[config.mk]
export PLATFORM = sky130hd
export DESIGN_NAME = ssa_supervisor
export DESIGN_NICKNAME = d
export VERILOG_FILES = /design/src/include/ssa_pkg.sv /design/src/core/ssa_supervisor.sv
export SDC_FILE = /design/constraint.sdc
export NUM_CORES = 1
export LEC_CHECK = 0
export BUFFER_PORTS_ARGS = -buffer_cell sky130_fd_sc_hd__buf_2
export CORE_AREA = 2 2 173 107
export CTS_CLUSTER_DIAMETER = 60
export CTS_CLUSTER_SIZE = 16
export DETAILED_ROUTE_END_ITERATION = 8
export DIE_AREA = 0 0 175 109
export GPL_ROUTABILITY_DRIVEN = 0
export PLACE_DENSITY = 0.72
export SYNTH_ARGS = -nofsm -noshare
export SYNTH_HDL_FRONTEND = slang
export SYNTH_SLANG_ARGS = --single-unit
[constraint.sdc]
create_clock -name clk_sys -period 3 [get_ports clk_sys]
set_input_delay 0 -clock clk_sys [delete_from_list [all_inputs] [get_ports clk_sys]]
set_output_delay 0 -clock clk_sys [all_outputs]
set_load 0.03 [all_outputs]
[src/include/ssa_pkg.sv]
/*
 * Constants and types for the spindle and actuator supervisor.
 * Assumes a 50 MHz system clock; all system-clock counts derive from it.
 */
package ssa_pkg;
    // *************************************************************
    // Clock and timing
    // *************************************************************
    localparam int CLK_HZ = 50000000;
    localparam int REF_REG_HZ = 360;
    localparam int REF_CHK_HZ = 92100;
    localparam int NOM_RPM = 3600;
    // Nominal index period in system clocks (one index per revolution).
    localparam int IDX_NOM_CYC = (CLK_HZ / NOM_RPM) * 60;
    // One percent window, floor for the wide edge, ceiling for the narrow edge.
    localparam int IDX_LO_CYC = (IDX_NOM_CYC * 99 + 99) / 100;
    localparam int IDX_HI_CYC = (IDX_NOM_CYC * 101) / 100;
    // Reference divider counts: half period for 360 Hz, full period for 92.1 kHz.
    localparam int REG_HALF_CYC = CLK_HZ / (2 * REF_REG_HZ);
    localparam int CHK_DIV_CYC = CLK_HZ / REF_CHK_HZ;
    // Nominal 92.1 kHz ticks per revolution and its 1 percent window.
    localparam int CHK_NOM = (REF_CHK_HZ * 60) / NOM_RPM;
    localparam int CHK_LO = (CHK_NOM * 99) / 100;
    localparam int CHK_HI = (CHK_NOM * 101 + 99) / 100;
    // Regulator tolerance: 3.6 rpm of 3600 is 1/1000 of the revolution period.
    localparam int REG_TOL_CYC = IDX_NOM_CYC / 1000;
    localparam int CNT_W = 24;

    // *************************************************************
    // Registers
    // *************************************************************
    localparam logic [7:0] ADR_CTRL = 8'h00;
    localparam logic [7:0] ADR_STAT = 8'h04;
    localparam logic [7:0] ADR_IRQ = 8'h08;
    localparam logic [7:0] ADR_MASK = 8'h0c;
    localparam logic [7:0] ADR_VEL = 8'h10;
    localparam logic [7:0] ADR_TRK = 8'h14;
    // Control bits.
    localparam int C_HALT = 0;
    localparam int C_SEEK = 1;
    localparam int C_EVEN = 2;
    localparam int C_ODD = 3;
    localparam int C_PWR = 4;
    localparam int C_DIR = 5;
    localparam int C_CLRTRK = 6;
    localparam logic [6:0] CTRL_RST = 7'h00;
    // Interrupt bits.
    localparam int I_FAULT = 0;
    localparam int I_SPEED = 1;
    localparam int I_TRK0 = 2;
    localparam int I_XING = 3;
    localparam int NIRQ = 4;

    // *************************************************************
    // Spindle sequencer states
    // *************************************************************
    typedef enum logic [1:0] {
        SP_SPIN = 2'b00,
        SP_REG = 2'b01,
        SP_RUN = 2'b11,
        SP_STOP = 2'b10
    } ssa_sp_t;
endpackage

[src/core/ssa_supervisor.sv]
/*
 * Spindle and actuator supervisor: commutation, speed regulation, speed check,
 * brake, actuator lock, mode switch, velocity command, track counting.
 * Assumes pins from the drive are asynchronous and a Wishbone classic master.
 */
// The Wishbone register port and the address map are this design's own decisions.
// Operation
// - After power-on the lock release is driven only once speed-ok has been seen.
// - The three Hall inputs select which of the three phase outputs is driven.
// - With regulation on, Hall edges are locked to 360 Hz to hold 3600 rpm +-3.6 rpm.
// - After reset release the halt output is false and regulation is off to spin up.
// - Index intervals within one percent of 3600 rpm turn regulation on.
// - Stopping drives the halt output to both speed control and brake relay.
// - A checker counts 92.1 kHz ticks per index giving speed-ok and count-invalid.
// - Speed-ok lost or count-invalid while running shuts drive operation down.
// - While halted the brake is applied and all three phase drives are off.
// - The 1100 kHz marker detection is reported on the active-low track-zero output.
// - The seek output level selects seek or track-follow mode.
// - In seek mode an 8-bit velocity command is driven to the converter.
// - An even-track polarity select sets the position-error slope polarity.
// - An odd-track polarity select sets the current inverter gain sign.
// - Each on-peak pulse during a seek counts as one track crossing.
// - The power amplifier enable is driven only when allowed.
`timescale 1ns/1ns
module ssa_supervisor
    import ssa_pkg::*;
(
    // Clock and reset.
    input wire logic clk_sys,
    input wire logic rst,
    // Wishbone slave.
    input wire logic wb_cyc_i,
    input wire logic wb_stb_i,
    input wire logic wb_we_i,
    input wire logic [7:0] wb_adr_i,
    input wire logic [3:0] wb_sel_i,
    input wire logic [31:0] wb_dat_i,
    output logic [31:0] wb_dat_o,
    output logic wb_ack_o,
    output logic irq,
    // Spindle pins.
    input wire logic [2:0] hallIn,
    input wire logic indexIn,
    output logic [2:0] phaseDrive,
    output logic spindleHalt,
    output logic brakeRelay,
    output logic lockRelease,
    // Actuator pins.
    input wire logic trackZeroIn,
    input wire logic onPeakIn,
    output logic seekMode,
    output logic [7:0] velocityCmd,
    output logic evenPolarity,
    output logic oddPolarity,
    output logic servoEnable,
    output logic track_zero_out_n
);
    // *************************************************************
    // Synchronisers
    // *************************************************************
    logic [5:0] sync1_ff;
    logic [5:0] sync2_ff;
    logic [5:0] prev_ff;
    logic [2:0] hallS;
    logic idxS;
    logic trk0S;
    logic peakS;
    logic idxRise;
    logic peakRise;
    logic hallEdge;

    // Two stages on each pin; the first stage feeds only the second.
    always_ff @(posedge clk_sys) begin
        if (rst) begin
            sync1_ff <= 6'h00;
            sync2_ff <= 6'h00;
            prev_ff <= 6'h00;
        end else begin
            sync1_ff <= {onPeakIn, trackZeroIn, indexIn, hallIn};
            sync2_ff <= sync1_ff;
            prev_ff <= sync2_ff;
        end
    end
    assign hallS = sync2_ff[2:0];
    assign idxS = sync2_ff[3];
    assign trk0S = sync2_ff[4];
    assign peakS = sync2_ff[5];
    assign idxRise = idxS & ~prev_ff[3];
    assign peakRise = peakS & ~prev_ff[5];
    assign hallEdge = hallS[0] & ~prev_ff[0];

    // *************************************************************
    // Control registers
    // *************************************************************
    logic [6:0] ctrl_ff;
    logic [NIRQ-1:0] irqStat_ff;
    logic [NIRQ-1:0] irqMask_ff;
    logic [7:0] vel_ff;
    logic [15:0] trk_ff;
    logic speedOk_ff;
    logic cntInvalid_ff;
    logic regOn_ff;
    logic fault_ff;
    logic lock_ff;
    ssa_sp_t sp_ff;
    logic wbWr;
    logic wbRd;
    logic [NIRQ-1:0] evt;

    assign wbWr = wb_cyc_i & wb_stb_i & wb_we_i & ~wb_ack_o & wb_sel_i[0];
    assign wbRd = wb_cyc_i & wb_stb_i & ~wb_ack_o;

    // Software control word; clear-track bit is a self-clearing strobe.
    always_ff @(posedge clk_sys) begin
        if (rst) begin
            ctrl_ff <= CTRL_RST;
            vel_ff <= 8'h00;
            irqMask_ff <= '0;
        end else begin
            ctrl_ff[C_CLRTRK] <= 1'b0;
            if (wbWr && wb_adr_i == ADR_CTRL) begin
                ctrl_ff <= wb_dat_i[6:0];
            end
            if (wbWr && wb_adr_i == ADR_VEL) begin
                vel_ff <= wb_dat_i[7:0];
            end
            if (wbWr && wb_adr_i == ADR_MASK) begin
                irqMask_ff <= wb_dat_i[NIRQ-1:0];
            end
        end
    end

    // Sticky events; a set in the clearing cycle wins.
    always_ff @(posedge clk_sys) begin
        if (rst) begin
            irqStat_ff <= '0;
        end else begin
            irqStat_ff <= (irqStat_ff & ~((wbWr && wb_adr_i == ADR_IRQ) ?
                          wb_dat_i[NIRQ-1:0] : {NIRQ{1'b0}})) | evt;
        end
    end

    // Bus answer one cycle after the strobe; unmapped reads return zero.
    always_ff @(posedge clk_sys) begin
        if (rst) begin
            wb_ack_o <= 1'b0;
            wb_dat_o <= 32'h0;
        end else begin
            wb_ack_o <= wbRd;
            unique case (wb_adr_i)
                ADR_CTRL: wb_dat_o <= {25'h0, ctrl_ff};
                ADR_STAT: wb_dat_o <= {24'h0, 1'b0, trk0S, lock_ff, fault_ff,
                                       regOn_ff, cntInvalid_ff, speedOk_ff, spindleHalt};
                ADR_IRQ: wb_dat_o <= {28'h0, irqStat_ff};
                ADR_MASK: wb_dat_o <= {28'h0, irqMask_ff};
                ADR_VEL: wb_dat_o <= {24'h0, vel_ff};
                ADR_TRK: wb_dat_o <= {16'h0, trk_ff};
                default: wb_dat_o <= 32'h0;
            endcase
        end
    end

    // *************************************************************
    // Speed checker on the 92.1 kHz reference
    // *************************************************************
    logic [11:0] chkDiv_ff;
    logic [11:0] chkCnt_ff;
    logic chkTick;
    assign chkTick = (chkDiv_ff == 12'(CHK_DIV_CYC - 1));

    // Counts reference ticks between index pulses and grades the result.
    always_ff @(posedge clk_sys) begin
        if (rst) begin
            chkDiv_ff <= 12'h000;
            chkCnt_ff <= 12'h000;
            speedOk_ff <= 1'b0;
            cntInvalid_ff <= 1'b1;
        end else begin
            chkDiv_ff <= chkTick ? 12'h000 : chkDiv_ff + 12'h001;
            if (idxRise) begin
                chkCnt_ff <= 12'h000;
                cntInvalid_ff <= 1'b0;
                speedOk_ff <= (chkCnt_ff >= 12'(CHK_LO)) && (chkCnt_ff <= 12'(CHK_HI));
            end else if (chkTick) begin
                if (chkCnt_ff == 12'hfff) begin
                    cntInvalid_ff <= 1'b1;
                    speedOk_ff <= 1'b0;
                end else begin
                    chkCnt_ff <= chkCnt_ff + 12'h001;
                end
            end
        end
    end

    // *************************************************************
    // Index interval timer and spindle sequencer
    // *************************************************************
    logic [CNT_W-1:0] idxCnt_ff;
    logic inWindow;
    assign inWindow = (idxCnt_ff >= CNT_W'(IDX_LO_CYC)) && (idxCnt_ff <= CNT_W'(IDX_HI_CYC));

    // Measures index-to-index time in system clocks.
    always_ff @(posedge clk_sys) begin
        if (rst) begin
            idxCnt_ff <= '0;
        end else if (idxRise) begin
            idxCnt_ff <= '0;
        end else if (idxCnt_ff != {CNT_W{1'b1}}) begin
            idxCnt_ff <= idxCnt_ff + CNT_W'(1);
        end
    end

    // Spin up, regulate, run, stop.
    always_ff @(posedge clk_sys) begin
        if (rst) begin
            sp_ff <= SP_SPIN;
            regOn_ff <= 1'b0;
            fault_ff <= 1'b0;
        end else if (ctrl_ff[C_HALT]) begin
            sp_ff <= SP_STOP;
            regOn_ff <= 1'b0;
        end else begin
            unique case (sp_ff)
                SP_SPIN: begin
                    regOn_ff <= 1'b0;
                    if (idxRise && inWindow) begin
                        sp_ff <= SP_REG;
                        regOn_ff <= 1'b1;
                    end
                end
                SP_REG: begin
                    if (speedOk_ff) begin
                        sp_ff <= SP_RUN;
                    end
                end
                SP_RUN: begin
                    if (!speedOk_ff || cntInvalid_ff) begin
                        sp_ff <= SP_STOP;
                        fault_ff <= 1'b1;
                        regOn_ff <= 1'b0;
                    end
                end
                SP_STOP: begin
                    sp_ff <= SP_SPIN;
                    fault_ff <= 1'b0;
                end
            endcase
        end
    end

    // *************************************************************
    // Regulator and commutation
    // *************************************************************
    logic [CNT_W-1:0] refCnt_ff;
    logic refPhase_ff;
    logic [1:0] duty_ff;
    logic [1:0] pwm_ff;
    logic [2:0] commute;

    // 360 Hz reference; hall phase versus reference raises or trims drive.
    always_ff @(posedge clk_sys) begin
        if (rst) begin
            refCnt_ff <= '0;
            refPhase_ff <= 1'b0;
            duty_ff <= 2'h3;
            pwm_ff <= 2'h0;
        end else begin
            pwm_ff <= pwm_ff + 2'h1;
            if (refCnt_ff == CNT_W'(REG_HALF_CYC - 1)) begin
                refCnt_ff <= '0;
                refPhase_ff <= ~refPhase_ff;
            end else begin
                refCnt_ff <= refCnt_ff + CNT_W'(1);
            end
            if (!regOn_ff) begin
                duty_ff <= 2'h3;
            end else if (hallEdge) begin
                // Hall leading the reference means too fast.
                if (refPhase_ff && duty_ff != 2'h1) begin
                    duty_ff <= duty_ff - 2'h1;
                end else if (!refPhase_ff && duty_ff != 2'h3) begin
                    duty_ff <= duty_ff + 2'h1;
                end
            end
        end
    end

    // Six-step table; illegal codes drive nothing.
    always_comb begin
        unique case (hallS)
            3'b001: commute = 3'b001;
            3'b011: commute = 3'b010;
            3'b010: commute = 3'b010;
            3'b110: commute = 3'b100;
            3'b100: commute = 3'b100;
            3'b101: commute = 3'b001;
            default: commute = 3'b000;
        endcase
    end

    // *************************************************************
    // Spindle and actuator outputs
    // *************************************************************
    // Lock releases once speed-ok is seen, then holds until a stop.
    always_ff @(posedge clk_sys) begin
        if (rst) begin
            lock_ff <= 1'b0;
        end else if (sp_ff == SP_STOP) begin
            lock_ff <= 1'b0;
        end else if (speedOk_ff) begin
            lock_ff <= 1'b1;
        end
    end

    // Registered pin drive.
    always_ff @(posedge clk_sys) begin
        if (rst) begin
            phaseDrive <= 3'h0;
            spindleHalt <= 1'b0;
            brakeRelay <= 1'b0;
            lockRelease <= 1'b0;
            seekMode <= 1'b0;
            velocityCmd <= 8'h00;
            evenPolarity <= 1'b0;
            oddPolarity <= 1'b0;
            servoEnable <= 1'b0;
            track_zero_out_n <= 1'b1;
            irq <= 1'b0;
        end else begin
            spindleHalt <= (sp_ff == SP_STOP) | ctrl_ff[C_HALT];
            brakeRelay <= (sp_ff == SP_STOP) | ctrl_ff[C_HALT];
            phaseDrive <= ((sp_ff == SP_STOP) | ctrl_ff[C_HALT] | (pwm_ff >= duty_ff)) ?
                          3'h0 : commute;
            lockRelease <= lock_ff;
            seekMode <= ctrl_ff[C_SEEK];
            velocityCmd <= ctrl_ff[C_SEEK] ? vel_ff : 8'h00;
            evenPolarity <= ctrl_ff[C_EVEN];
            oddPolarity <= ctrl_ff[C_ODD];
            servoEnable <= ctrl_ff[C_PWR] & lock_ff & ~fault_ff;
            track_zero_out_n <= ~trk0S;
            irq <= |(irqStat_ff & irqMask_ff);
        end
    end

    // Track crossing counter, direction from control.
    always_ff @(posedge clk_sys) begin
        if (rst) begin
            trk_ff <= 16'h0000;
        end else if (ctrl_ff[C_CLRTRK]) begin
            trk_ff <= 16'h0000;
        end else if (peakRise && ctrl_ff[C_SEEK]) begin
            trk_ff <= ctrl_ff[C_DIR] ? trk_ff - 16'h0001 : trk_ff + 16'h0001;
        end
    end

    assign evt[I_FAULT] = (sp_ff == SP_RUN) & (~speedOk_ff | cntInvalid_ff);
    assign evt[I_SPEED] = (sp_ff == SP_SPIN) & idxRise & inWindow;
    assign evt[I_TRK0] = trk0S & ~prev_ff[4];
    assign evt[I_XING] = peakRise & ctrl_ff[C_SEEK];
endmodule

== Word level (Yosys, flattened, before mapping) ==
Cells that the tools add are included.

* $add $sub $neg: 9
* Equality and inequality tests: 26
* Multiplexer cells: 22
* Bitwise gates (word level): 36
* Order comparisons: 5
* Reduce and logical (&&, ||, !) cells: 41

{| class="wikitable"
|+ Operators with widths
! cell !! number
|-
| $pmux 16 s6 || 1
|-
| $add 24x1->24 const B || 2
|-
| $reduce_or 2->1 || 13
|-
| $add 12x1->12 const B || 2
|-
| $eq 24x17->1 const B || 1
|-
| $ge 24x20->1 const B || 1
|-
| $le 24x20->1 const B || 1
|-
| $ne 24x24->1 const B || 1
|-
| $add 16x1->16 const B || 1
|-
| $eq 8x4->1 const B || 2
|-
| $eq 8x5->1 const B || 2
|-
| $mux 16 || 1
|-
| $sub 16x1->16 const B || 1
|-
| $and 1x1->1 || 15
|-
| $not 1->1 || 14
|-
| $eq 12x10->1 const B || 1
|-
| $eq 12x12->1 const B || 1
|-
| $ge 12x11->1 const B || 1
|-
| $le 12x11->1 const B || 1
|-
| $mux 2 || 6
|-
| $logic_and 1x1->1 || 10
|-
| $reduce_bool 2->1 || 5
|-
| $eq 3x3->1 const B || 3
|-
| $mux 1 || 9
|-
| 26 further kinds || 44
|}

* Bits of input ports: 55
* Logic and storage cells: 174
* Bits in registers: 193

== Logic depth before layout (Yosys ltp) ==
Gate-level depths: netlist of the first run.

* Depth after elaboration: 9
* Mapped depth: 10
* Gate-level depth less buffers: 9

== Worst setup path after synthesis of the first run ==
No wires, ideal clock.

* Path kind: register -> register
* Start: reg ctrl_ff[5]
* End: reg trk_ff[14]
* Setup time: 0.140 ns
* Path buffers: 0
* Required time: 2.860 ns
* Period minus slack after synthesis: 2.505 ns
* Arrival time: 2.364 ns
* Stages on the path, launching flop included: 10
* Path slack: 0.495 ns
* Path through: dfxtp_1 -> inv_1 -> fa_1 -> nor2b_1 -> o21ai_0 -> a21boi_0 -> o21ai_0 -> o21ai_0 -> mux2i_1 -> o311ai_0

* Cells in the longest elaborated chain, start to end: 1

{| class="wikitable"
|+ RTL lines
! item !! line !! source
|-
| start: declaration || ssa_supervisor.sv:95 || <nowiki>logic [6:0] ctrl_ff;</nowiki>
|-
| start signal: assignment || ssa_supervisor.sv:122 || <nowiki>ctrl_ff <= wb_dat_i[6:0];</nowiki>
|-
| $mux 16 || ssa_supervisor.sv:352 || <nowiki>trk_ff <= ctrl_ff[C_DIR] ? trk_ff - 16'h0001 : trk_ff + 16'h0001;</nowiki>
|-
| end signal: assignment || ssa_supervisor.sv:352 ||
|-
| end: declaration || ssa_supervisor.sv:99 || <nowiki>logic [15:0] trk_ff;</nowiki>
|}

No other way between the ends.
A chain may end at the register's enable or synchronous reset.

== Worst setup path in the final report of the first run ==
Ends and elaborated chain as after synthesis.

==> results of run 1 <==
[cell type report]
type,count,area share (%)
Timing Repair Buffer,94,6.53
Clock inverter,13,1.74
Inverter,35,1.45
Sequential cell,175,38.7
Tap cell,240,3.32
Multi-Input combinational cell,633,43.2
Clock buffer,19,5.01
[logic make-up (layout without fill, tap and decap cells)]
group                      after synthesis  after routing
AOI/OAI and AO/OA                      116            116
buffers and inverters                   80            161
adders and majority gates               25             25
muxes                                   21             21
and+or+nand+nor                        381            381
other                                    1             16
DFF                                    175            175
xor gates and xnor gates                74             74
[cell usage in the layout, fill, tap and decap left out, drive strengths merged, types with 8 or more instances in the layout]
master	instances
dlygate4sd3	18
ha	24
xor2	46
nand2b	8
clkinv	8
conb	16
buf	76
nor2	136
mux2i	10
and3	16
nand4	15
inv	37
mux2	10
dfxtp	175
nor2b	28
o21ai	24
nand2	62
nor3	15
and2	10
a21oi	40
xnor2	28
clkbuf	19
nand3	48
[state kept, by name (all words and copies together) (netlist names), 3 cells and up]
name and flops:
chkDiv_ff 12, velocityCmd 8, sync2_ff 6, prev_ff 4
wb_dat_o 16, refCnt_ff 24, irqMask_ff 4, irqStat_ff 4
ctrl_ff 7, chkCnt_ff 12, sync1_ff 6, vel_ff 8
phaseDrive 3, trk_ff 16, idxCnt_ff 24
[where the power goes]
part	internal (mW)	switching, mW	leakage, nW	total [mW]
Clock	1.29	0.956	0.296	2.24
Combinational	0.0675	0.116	1.92	0.184
Sequential	2.35	0.0188	1.42	2.37
Total	3.70	1.09	3.63	4.80
[final timing paths]
check / to / slack, ns / cells after the start
hold / removal: vel_ff[1] / 0.03 / 2
hold reg to reg: sync2_ff[2] / 0.44 / 1
setup / recovery: trk_ff[14] / 0.37 / 9
setup reg to reg: trk_ff[14] / 0.37 / 9
[worst max-delay path, stage by stage (launching register included)]
cell,delay [ns]
dfxtp_1,0.54
inv_1,0.14
fa_1,0.48
nor2b_1,0.13
o21ai_0,0.10
a21boi_0,0.24
o21ai_0,0.14
o21ai_0,0.33
mux2i_1,0.22
o311ai_0,0.14
[routing by layer]
| layer | global-route usage, % | part of all wire (%) |
|---|---|---|
| met5 | 0 | 0 |
| met4 | 5.06 | 0.88 |
| met3 | 4.85 | 5.9 |
| met2 | 24.8 | 39 |
| met1 | 26.9 | 55 |
[per-stage QoR]
| step | power (mW) | util, % | instances | hold WS (ns) | setup slack [ns] |
|---|---|---|---|---|---|
| floorplan | 2.55 | - | 888 | 0.128 | 0.495 |
| finish | 4.80 | 51.3 | 1209 | 0.0323 | 0.370 |
| global route | 4.98 | 51.3 | 1209 | 0.0570 | 0.184 |
| detailed placement | 2.58 | 46.8 | 1159 | 0.224 | 0.430 |
| global placement | 2.58 | 46.8 | 1159 | 0.208 | 0.486 |
| CTS | 4.84 | 51.3 | 1209 | 0.0280 | 0.407 |
==> flow_summary.yaml, run 1 <==
clock_network:
  cts-root-buf: "clkbuf_16"
  tritoncts: "done"
  post_cts_repair_timing_setup_buffer_count: 0
  worst_setup_hold_path_clk_slew_ns: 0.07
  cts-root-to-sink-buffers: 2
  cts_h_tree_lvls: 4
  cts.hold.buffers_added: 18
  clk_latency_ns: 0.43
  numClockSinks: 175
  cts-resized-gates: 0
  cts_made_buffers: 17
worst_setup_path:
  timing.critical_path.arrival_ns: 2.91
  cp-end-kind: "register"
  path_class: "reg2reg"
  critical_path.startpoint: "ctrl_ff[5]"
  r2r_start: "ctrl_ff[5]"
  critPathMaxFanout: 9
  cp.required_ns: 3.28
  cp-start-kind: "register"
pwr:
  leakage_nw: 3.63
  powerDensity_mw_per_mm2: 530
  peakVddDrop_v: 0.000340
status:
  outcome: "finished clean"
sta:
  hold_violations: 0
  maxSlewHeadroom_pct: 47.4
  clock_skew_ns: 0.00717
  tns_ns: 0
  setup_repair_after_global_routing_missed_its_margin: "no"
  drv_slew: 0
  fmax_ghz: 0.380
  period_share_pct: 87.7
  final.min_clock_period_ns: 2.63
  worstMarginPinSlew_ns: 0.787
  finalSetupViolations: 0
grt:
  grt_start_max_net_pins: 29
  grt_overflow_total: 0
  grt_pass1_wl_mm: 27.4
  grt_pass1_vias: 5557
  antenna_found_initial: 0
  track_usage_pct: 17.9
route:
  drt-wirelength-per-cell_um: 13.5
  dr.pass1.iters: 5
  viasPerCell: 5.01
  drt_wl_total_mm: 16.3
  vias_post_dr: 6057
  antenna_left: 0
  drt_drc_violations_left: 0
  detailedRoute.firstIterationViolations: 474
layout:
  multi_input_area_mm2: 0.00391
  design_area_mm2: 0.00904
  antenna_cells_inserted: 0
  area.growth.synth_to_final_pct: 17.1
  layout-drive-gt1-share_pct: 13.8
  fillerInstances: 1589
  finish.net_count: 1036
  sequential_cell_area_mm2: 0.00350
die:
  initial_utilization_pct: 43.8
  die_w_um: 175
  ioPinCount: 108
  core-area_mm2: 0.0176
  dieArea_mm2: 0.0191
  placementRows: 38
  die-height_um: 109
yosys:
  syn_inst: 873
  synth_top_cells_by_area: "dfxtp_1 (45%), nor2_1 (6.6%), xor2_1 (5.2%)"
  synth-async-reset-ratio_pct: 0
  ys_seq_elements: 175
  yosysWarningCount: 0
  synth.yosys.seq_area_share_pct: 45.4
  post_synth_xor_area_fraction_pct: 8.39
  synth_enable_flop_cells: 0
  muxShareOfSynthArea_pct: 3.05
  synth.lib_cells_used.distinct: 66
  main_combinational_cell_family_by_area_after_synthesis: "simple AND/OR/NAND/NOR gates"
  postSynth.topFlopCell: "dfxtp_1"
  synth_top_area_share_pct: 45.4
  synth_top_cells_by_count: "dfxtp_1 (175), nor2_1 (136), nand2_1 (62), nand3_1 (48), xor2_1 (46)"
  postSynthAreaPerCell_um2: 8.85
  synth_compound_gate_area_share_pct: 9.56
  syn_area_mm2: 0.00772
  post_synth_and_or_nand_nor_area_fraction_pct: 24.6
  synth_fa_ha_area_share_pct: 4.15
  synthMostInstantiatedCell: "dfxtp_1"
  synth.largest_area_cell: "dfxtp_1"
placement:
  port_buffers: 64
  post_dp_cell_area_mm2: 0.00825
  hpwlAfterDp_mm: 11.6
run:
  max_cap_violations: 0
worst_hold_path:
  hold_path_class: "in2reg"
  hold_start: "rst"
Power figures use the tool's default switching activity.
==> run 2, diff against run 1 <==
==> constraint.sdc (replaced) <==
create_clock -name clk_sys -period 3 [get_ports clk_sys]
set_input_delay 0.45 -clock clk_sys [delete_from_list [all_inputs] [get_ports clk_sys]]
set_output_delay 0.45 -clock clk_sys [all_outputs]
set_load 0.03 [all_outputs]
==> run 2 against run 1 <==
Register-to-register slack better by 0.17 ns. Routed wire length is 3.1% higher. Sequential cell count is the same. Non-clock buffer count decreased by 16. Setup slack improved by 0.17 ns. Clock power grew 9.4%. Global-route usage hardly changed. Largest power group is now clock. Highest routed layer unchanged.
==> flow_summary.yaml, run 2 (same netlist as run 1, synthesis figures left out) <==
status:
  outcome: "finished clean"
die:
  die-height_um: 109
  dieArea_mm2: 0.0191
  ioPinCount: 108
  placementRows: 38
  core-area_mm2: 0.0176
  die_w_um: 175
  initial_utilization_pct: 43.8
pwr:
  p_int_mw: 3.96
  p_comb_share_pct: 3.4
  leakage_nw: 3.59
  power_switching_share_pct: 20.7
  powerDensity_mw_per_mm2: 559
  peakVddDrop_v: 0.000483
  power.share.sequential_pct: 47.4
  clockPowerShare_pct: 49.2
  power_switching_mw: 1.03
worst_setup_path:
  cp-start-kind: "register"
  cp_slowest_stage_delay_ns: 0.34
  cp_common_cell: "mux2i_1"
  cell_chain_critical_path: "buf_4, ha_1, a21o_1, a22o_1, a31o_2, o211ai_1, a22oi_1, mux2i_1, mux2i_1"
  cp_top_family: "compound AO/OA/AOI/OAI gates"
  path_class: "reg2reg"
  critPathSlowestCell: "dfxtp_1"
  cp.required_ns: 3.35
  cp-end-kind: "register"
  timing.critical_path.arrival_ns: 2.81
  critPathMaxFanout: 17
  critical_path_buf_inv_count: 1
route:
  drt_drc_violations_left: 0
  dr.pass1.iters: 7
  drt_wl_total_mm: 16.8
  drt-wirelength-per-cell_um: 14.1
  viasPerCell: 5.15
  detailedRoute.firstIterationViolations: 540
  vias_post_dr: 6138
  antenna_left: 0
layout:
  fillerInstances: 1633
  reg.largest.list: "idxCnt_ff (24), refCnt_ff (24)"
  layout.cells.most_common_list: "dfxtp_1 (175), nor2_1 (136), buf_2 (64)"
  multi_input_area_mm2: 0.00391
  sequential_cell_area_mm2: 0.00350
  layout.cells.most_common: "dfxtp_1"
  layout-drive-gt1-share_pct: 13.9
  area.growth.synth_to_final_pct: 15.5
  finish.net_count: 1020
  antenna_cells_inserted: 0
sta:
  hold_violations: 0
  clock_skew_ns: 0.0115
  whs_ns: 0.244
  maxSlewHeadroom_pct: 48.7
  period_share_pct: 82.0
  setup_repair_after_global_routing_missed_its_margin: "no"
  worstMarginPinSlew_ns: 0.767
  finalSetupViolations: 0
  fmax_ghz: 0.406
  drv_slew: 0
  final.min_clock_period_ns: 2.46
  tns_ns: 0
clock_network:
  tritoncts: "done"
  cts_h_tree_lvls: 4
  cts_made_buffers: 17
  cts.hold.buffers_added: 0
  worst_setup_hold_path_clk_slew_ns: 0.07
  numClockSinks: 175
  post_cts_repair_timing_setup_buffer_count: 0
  cts-root-to-sink-buffers: 2
  cts-resized-gates: 0
  cts-root-buf: "clkbuf_16"
  clk_latency_ns: 0.41
grt:
  grt_start_max_net_pins: 37
  grt_pass1_wl_mm: 27.6
  grt_overflow_total: 0
  track_usage_pct: 17.9
  antenna_found_initial: 0
  grt_pass1_vias: 5533
placement:
  hpwlAfterDp_mm: 11.5
  port_buffers: 64
worst_hold_path:
  hold_path_class: "in2reg"
run:
  max_cap_violations: 0
run 2: changes by cell type in the layout (fill, tap and decap cells not counted):
cell | previous run | this run
dlygate4sd3_1 | 18 | 0
inv_8 | 1 | 0
clkinv_2 | 0 | 2
bufinv_16 | 2 | 6
inv_6 | 1 | 0
clkinv_4 | 8 | 2
buf_4 | 12 | 14
clkbuf_1 | 0 | 2
clkbuf_8 | 2 | 0
run 2: worst paths after layout:
check              startpoint          end  slack, ns  cells past startpoint
hold / removal        indexIn  sync1_ff[3]       0.24                      2
setup / recovery   ctrl_ff[5]   trk_ff[15]       0.54                      9
hold reg to reg   sync1_ff[3]  sync2_ff[3]       0.44                      1
setup reg to reg   ctrl_ff[5]   trk_ff[15]       0.54                      9
run 2: final cells by class:
class	instances	area share [%]
timing repair buffer	78	4.77
sequential	175	39.3
multi-input combinational	633	43.8
clock buffer	19	4.85
clock inverter	11	2.41
inverter	35	1.47
tap	240	3.37
run 2: routing by layer:
layer  vias up  share of wire (%)  track usage, %
li1       3094                  -               -
met5         -                  0               0
met1      2871                 53            27.1
met3         6                6.0            3.80
met4         0               0.29            3.75
met2       167                 41            26.0
run 2: power by group through the flow:
stage	combinational, mW	sequential [mW]	clock, mW
final	0.168	2.37	2.45
after detailed placement	0.166	2.42	0
after CTS	0.168	2.37	2.48
after global routing	0.186	2.37	2.59
after global placement	0.165	2.42	0
after floorplan	0.130	2.42	0
run 2: stage by stage:
| step | instance area [µm²] | utilization [%] | setup slack, ns | instances | power [mW] |
|---|---|---|---|---|---|
| after floorplan | 7780 | - | 0.495 | 888 | 2.55 |
| after global placement | 8270 | 46.9 | 0.621 | 1161 | 2.58 |
| after detailed placement | 8270 | 46.9 | 0.602 | 1161 | 2.58 |
| after CTS | 8920 | 50.6 | 0.579 | 1191 | 5.01 |
| after global routing | 8920 | 50.6 | 0.268 | 1191 | 5.14 |
| final | 8920 | 50.6 | 0.540 | 1191 | 4.99 |
==> run 3, diff against run 2 <==
==> constraint.sdc (replaced) <==
create_clock -name clk_sys -period 2.5 [get_ports clk_sys]
set_input_delay 0.375 -clock clk_sys [delete_from_list [all_inputs] [get_ports clk_sys]]
set_output_delay 0.375 -clock clk_sys [all_outputs]
set_load 0.03 [all_outputs]
==> run 3 against run 2 <==
Final cell count is 1.4% higher. Sequential share of layout area shrank 0.43 points. Highest routed layer unchanged. Clock power up 11%. Largest power group is now sequential cells. Register-to-register slack lost 0.40 ns. Largest cell class unchanged. Critical path depth is the same. Maximum frequency is 4.1% higher.
==> flow_summary.yaml, run 3 (same netlist as run 1, synthesis figures left out) <==
sta:
  drv_slew: 0
  clock_skew_ns: 0.00930
  final.min_clock_period_ns: 2.36
  hold_violations: 0
  fmax_ghz: 0.423
  maxSlewHeadroom_pct: 48.4
  worstMarginPinSlew_ns: 0.754
  finalSetupViolations: 0
  tns_ns: 0
  period_share_pct: 94.6
  setup_repair_after_global_routing_missed_its_margin: "no"
worst_setup_path:
  cp_slowest_stage_delay_ns: 0.39
  critical_path_buf_inv_count: 1
  cp.required_ns: 2.86
  cp_common_cell: "mux2i_1"
  critPathSlowestCell: "dfxtp_4"
  timing.critical_path.arrival_ns: 2.72
  cell_chain_critical_path: "buf_4, ha_1, a21o_1, a22o_1, a31o_2, o211ai_1, a22oi_1, mux2i_1, mux2i_1"
  path_class: "reg2reg"
  cp-start-kind: "register"
  cp-end-kind: "register"
  critPathMaxFanout: 9
  cp_top_family: "compound AO/OA/AOI/OAI gates"
route:
  drt-wirelength-per-cell_um: 13.6
  detailedRoute.firstIterationViolations: 415
  drt_wl_total_mm: 16.5
  antenna_left: 0
  drt_drc_violations_left: 0
  viasPerCell: 5.06
  dr.pass1.iters: 5
  vias_post_dr: 6108
layout:
  finish.net_count: 1035
  layout.cells.most_common: "dfxtp_1"
  reg.largest.list: "idxCnt_ff (24), refCnt_ff (24)"
  layout.cells.non_filler: 1208
  layout-drive-gt1-share_pct: 15.8
  area.growth.synth_to_final_pct: 16.8
  layout.cells.most_common_list: "dfxtp_1 (174), nor2_1 (136), buf_2 (64)"
  antenna_cells_inserted: 0
clock_network:
  clk_latency_ns: 0.43
  numClockSinks: 175
  cts-root-buf: "clkbuf_16"
  cts.hold.buffers_added: 0
  cts-root-to-sink-buffers: 2
  tritoncts: "done"
  worst_setup_hold_path_clk_slew_ns: 0.07
  cts_made_buffers: 17
  cts_h_tree_lvls: 4
worst_hold_path:
  hold_path_class: "in2reg"
die:
  initial_utilization_pct: 43.8
  core-area_mm2: 0.0176
  ioPinCount: 108
  dieArea_mm2: 0.0191
  placementRows: 38
  die-height_um: 109
  die_w_um: 175
grt:
  grt_overflow_total: 0
  grt_start_max_net_pins: 27
  track_usage_pct: 18.0
  antenna_found_initial: 0
  grt_pass1_wl_mm: 27.6
  grt_pass1_vias: 5670
status:
  outcome: "finished clean"
placement:
  hpwlAfterDp_mm: 11.8
  place_inst: 1174
  port_buffers: 64
pwr:
  power.share.sequential_pct: 49.2
  power_switching_mw: 1.28
  clockPowerShare_pct: 47.1
  power_switching_share_pct: 22.1
  peakVddDrop_v: 0.000370
  p_comb_share_pct: 3.7
  powerDensity_mw_per_mm2: 639
  leakage_nw: 3.63
  p_int_mw: 4.49
  design_power_total_mw: 5.77
run:
  max_cap_violations: 0
==> run 3: cell types whose count changed in the layout (fill, tap and decap cells not counted), moves of 2 or more <==
cell,before,now
bufinv_16,6,3
o21ai_1,0,2
inv_6,0,2
buf_4,14,28
o21ai_0,24,22
clkinvlp_4,1,5
==> run 3: layout make-up <==
type,instances,area (µm²)
Clock buffer,20,447
Clock inverter,12,159
Fill cell,1617,8610
Inverter,35,131
Multi-Input combinational cell,633,3930
Sequential cell,175,3510
Tap cell,240,300
Timing Repair Buffer,93,551
==> run 3: per-layer routing <==
| metal | GRT usage, % | vias up | routed length [µm] |
|---|---|---|---|
| met5 | 0 | - | 0 |
| met4 | 5.95 | 0 | 183 |
| met3 | 3.91 | 16 | 923 |
| met2 | 26.0 | 156 | 6520 |
| met1 | 26.6 | 2806 | 8830 |
| li1 | - | 3130 | - |
==> run 3: power by group through the flow <==
stage	logic, mW	clock network [mW]	registers [mW]
2_1_floorplan	0.156	0	2.90
3_3_place_gp	0.208	0	2.90
3_5_place_dp	0.211	0	2.90
4_1_cts	0.212	2.76	2.84
5_1_grt	0.234	2.87	2.84
6_report	0.212	2.72	2.84
==> run 3: metrics by stage <==
stage | hold WS (ns) | setup WS [ns] | utilization, % | instance area, µm²
6_report | 0.158 | 0.136 | 51.2 | 9020
5_1_grt | 0.162 | 0.0136 | 51.2 | 9020
4_1_cts | 0.153 | 0.0392 | 50.9 | 8990
3_5_place_dp | 0.423 | 0.0587 | 47.5 | 8380
3_3_place_gp | 0.417 | 0.104 | 47.5 | 8380
2_1_floorplan | 0.402 | 0.178 | - | 7780
==> run 3: final timing paths <==
| path | start | endpoint | slack, ns | cells after the start |
|---|---|---|---|---|
| worst max register to register | ctrl_ff[5] | trk_ff[15] | 0.14 | 9 |
| worst min register to register | sync1_ff[5] | sync2_ff[5] | 0.43 | 1 |
| worst max-delay path | ctrl_ff[5] | trk_ff[15] | 0.14 | 9 |
| worst min-delay path | hallIn[1] | sync1_ff[1] | 0.16 | 2 |
==> run 3: timing repair <==
item / CTS / global route
buffers inserted: 0 / 2
endpoints found under the setup margin: 0 / 6
resized for setup: 0 / 7
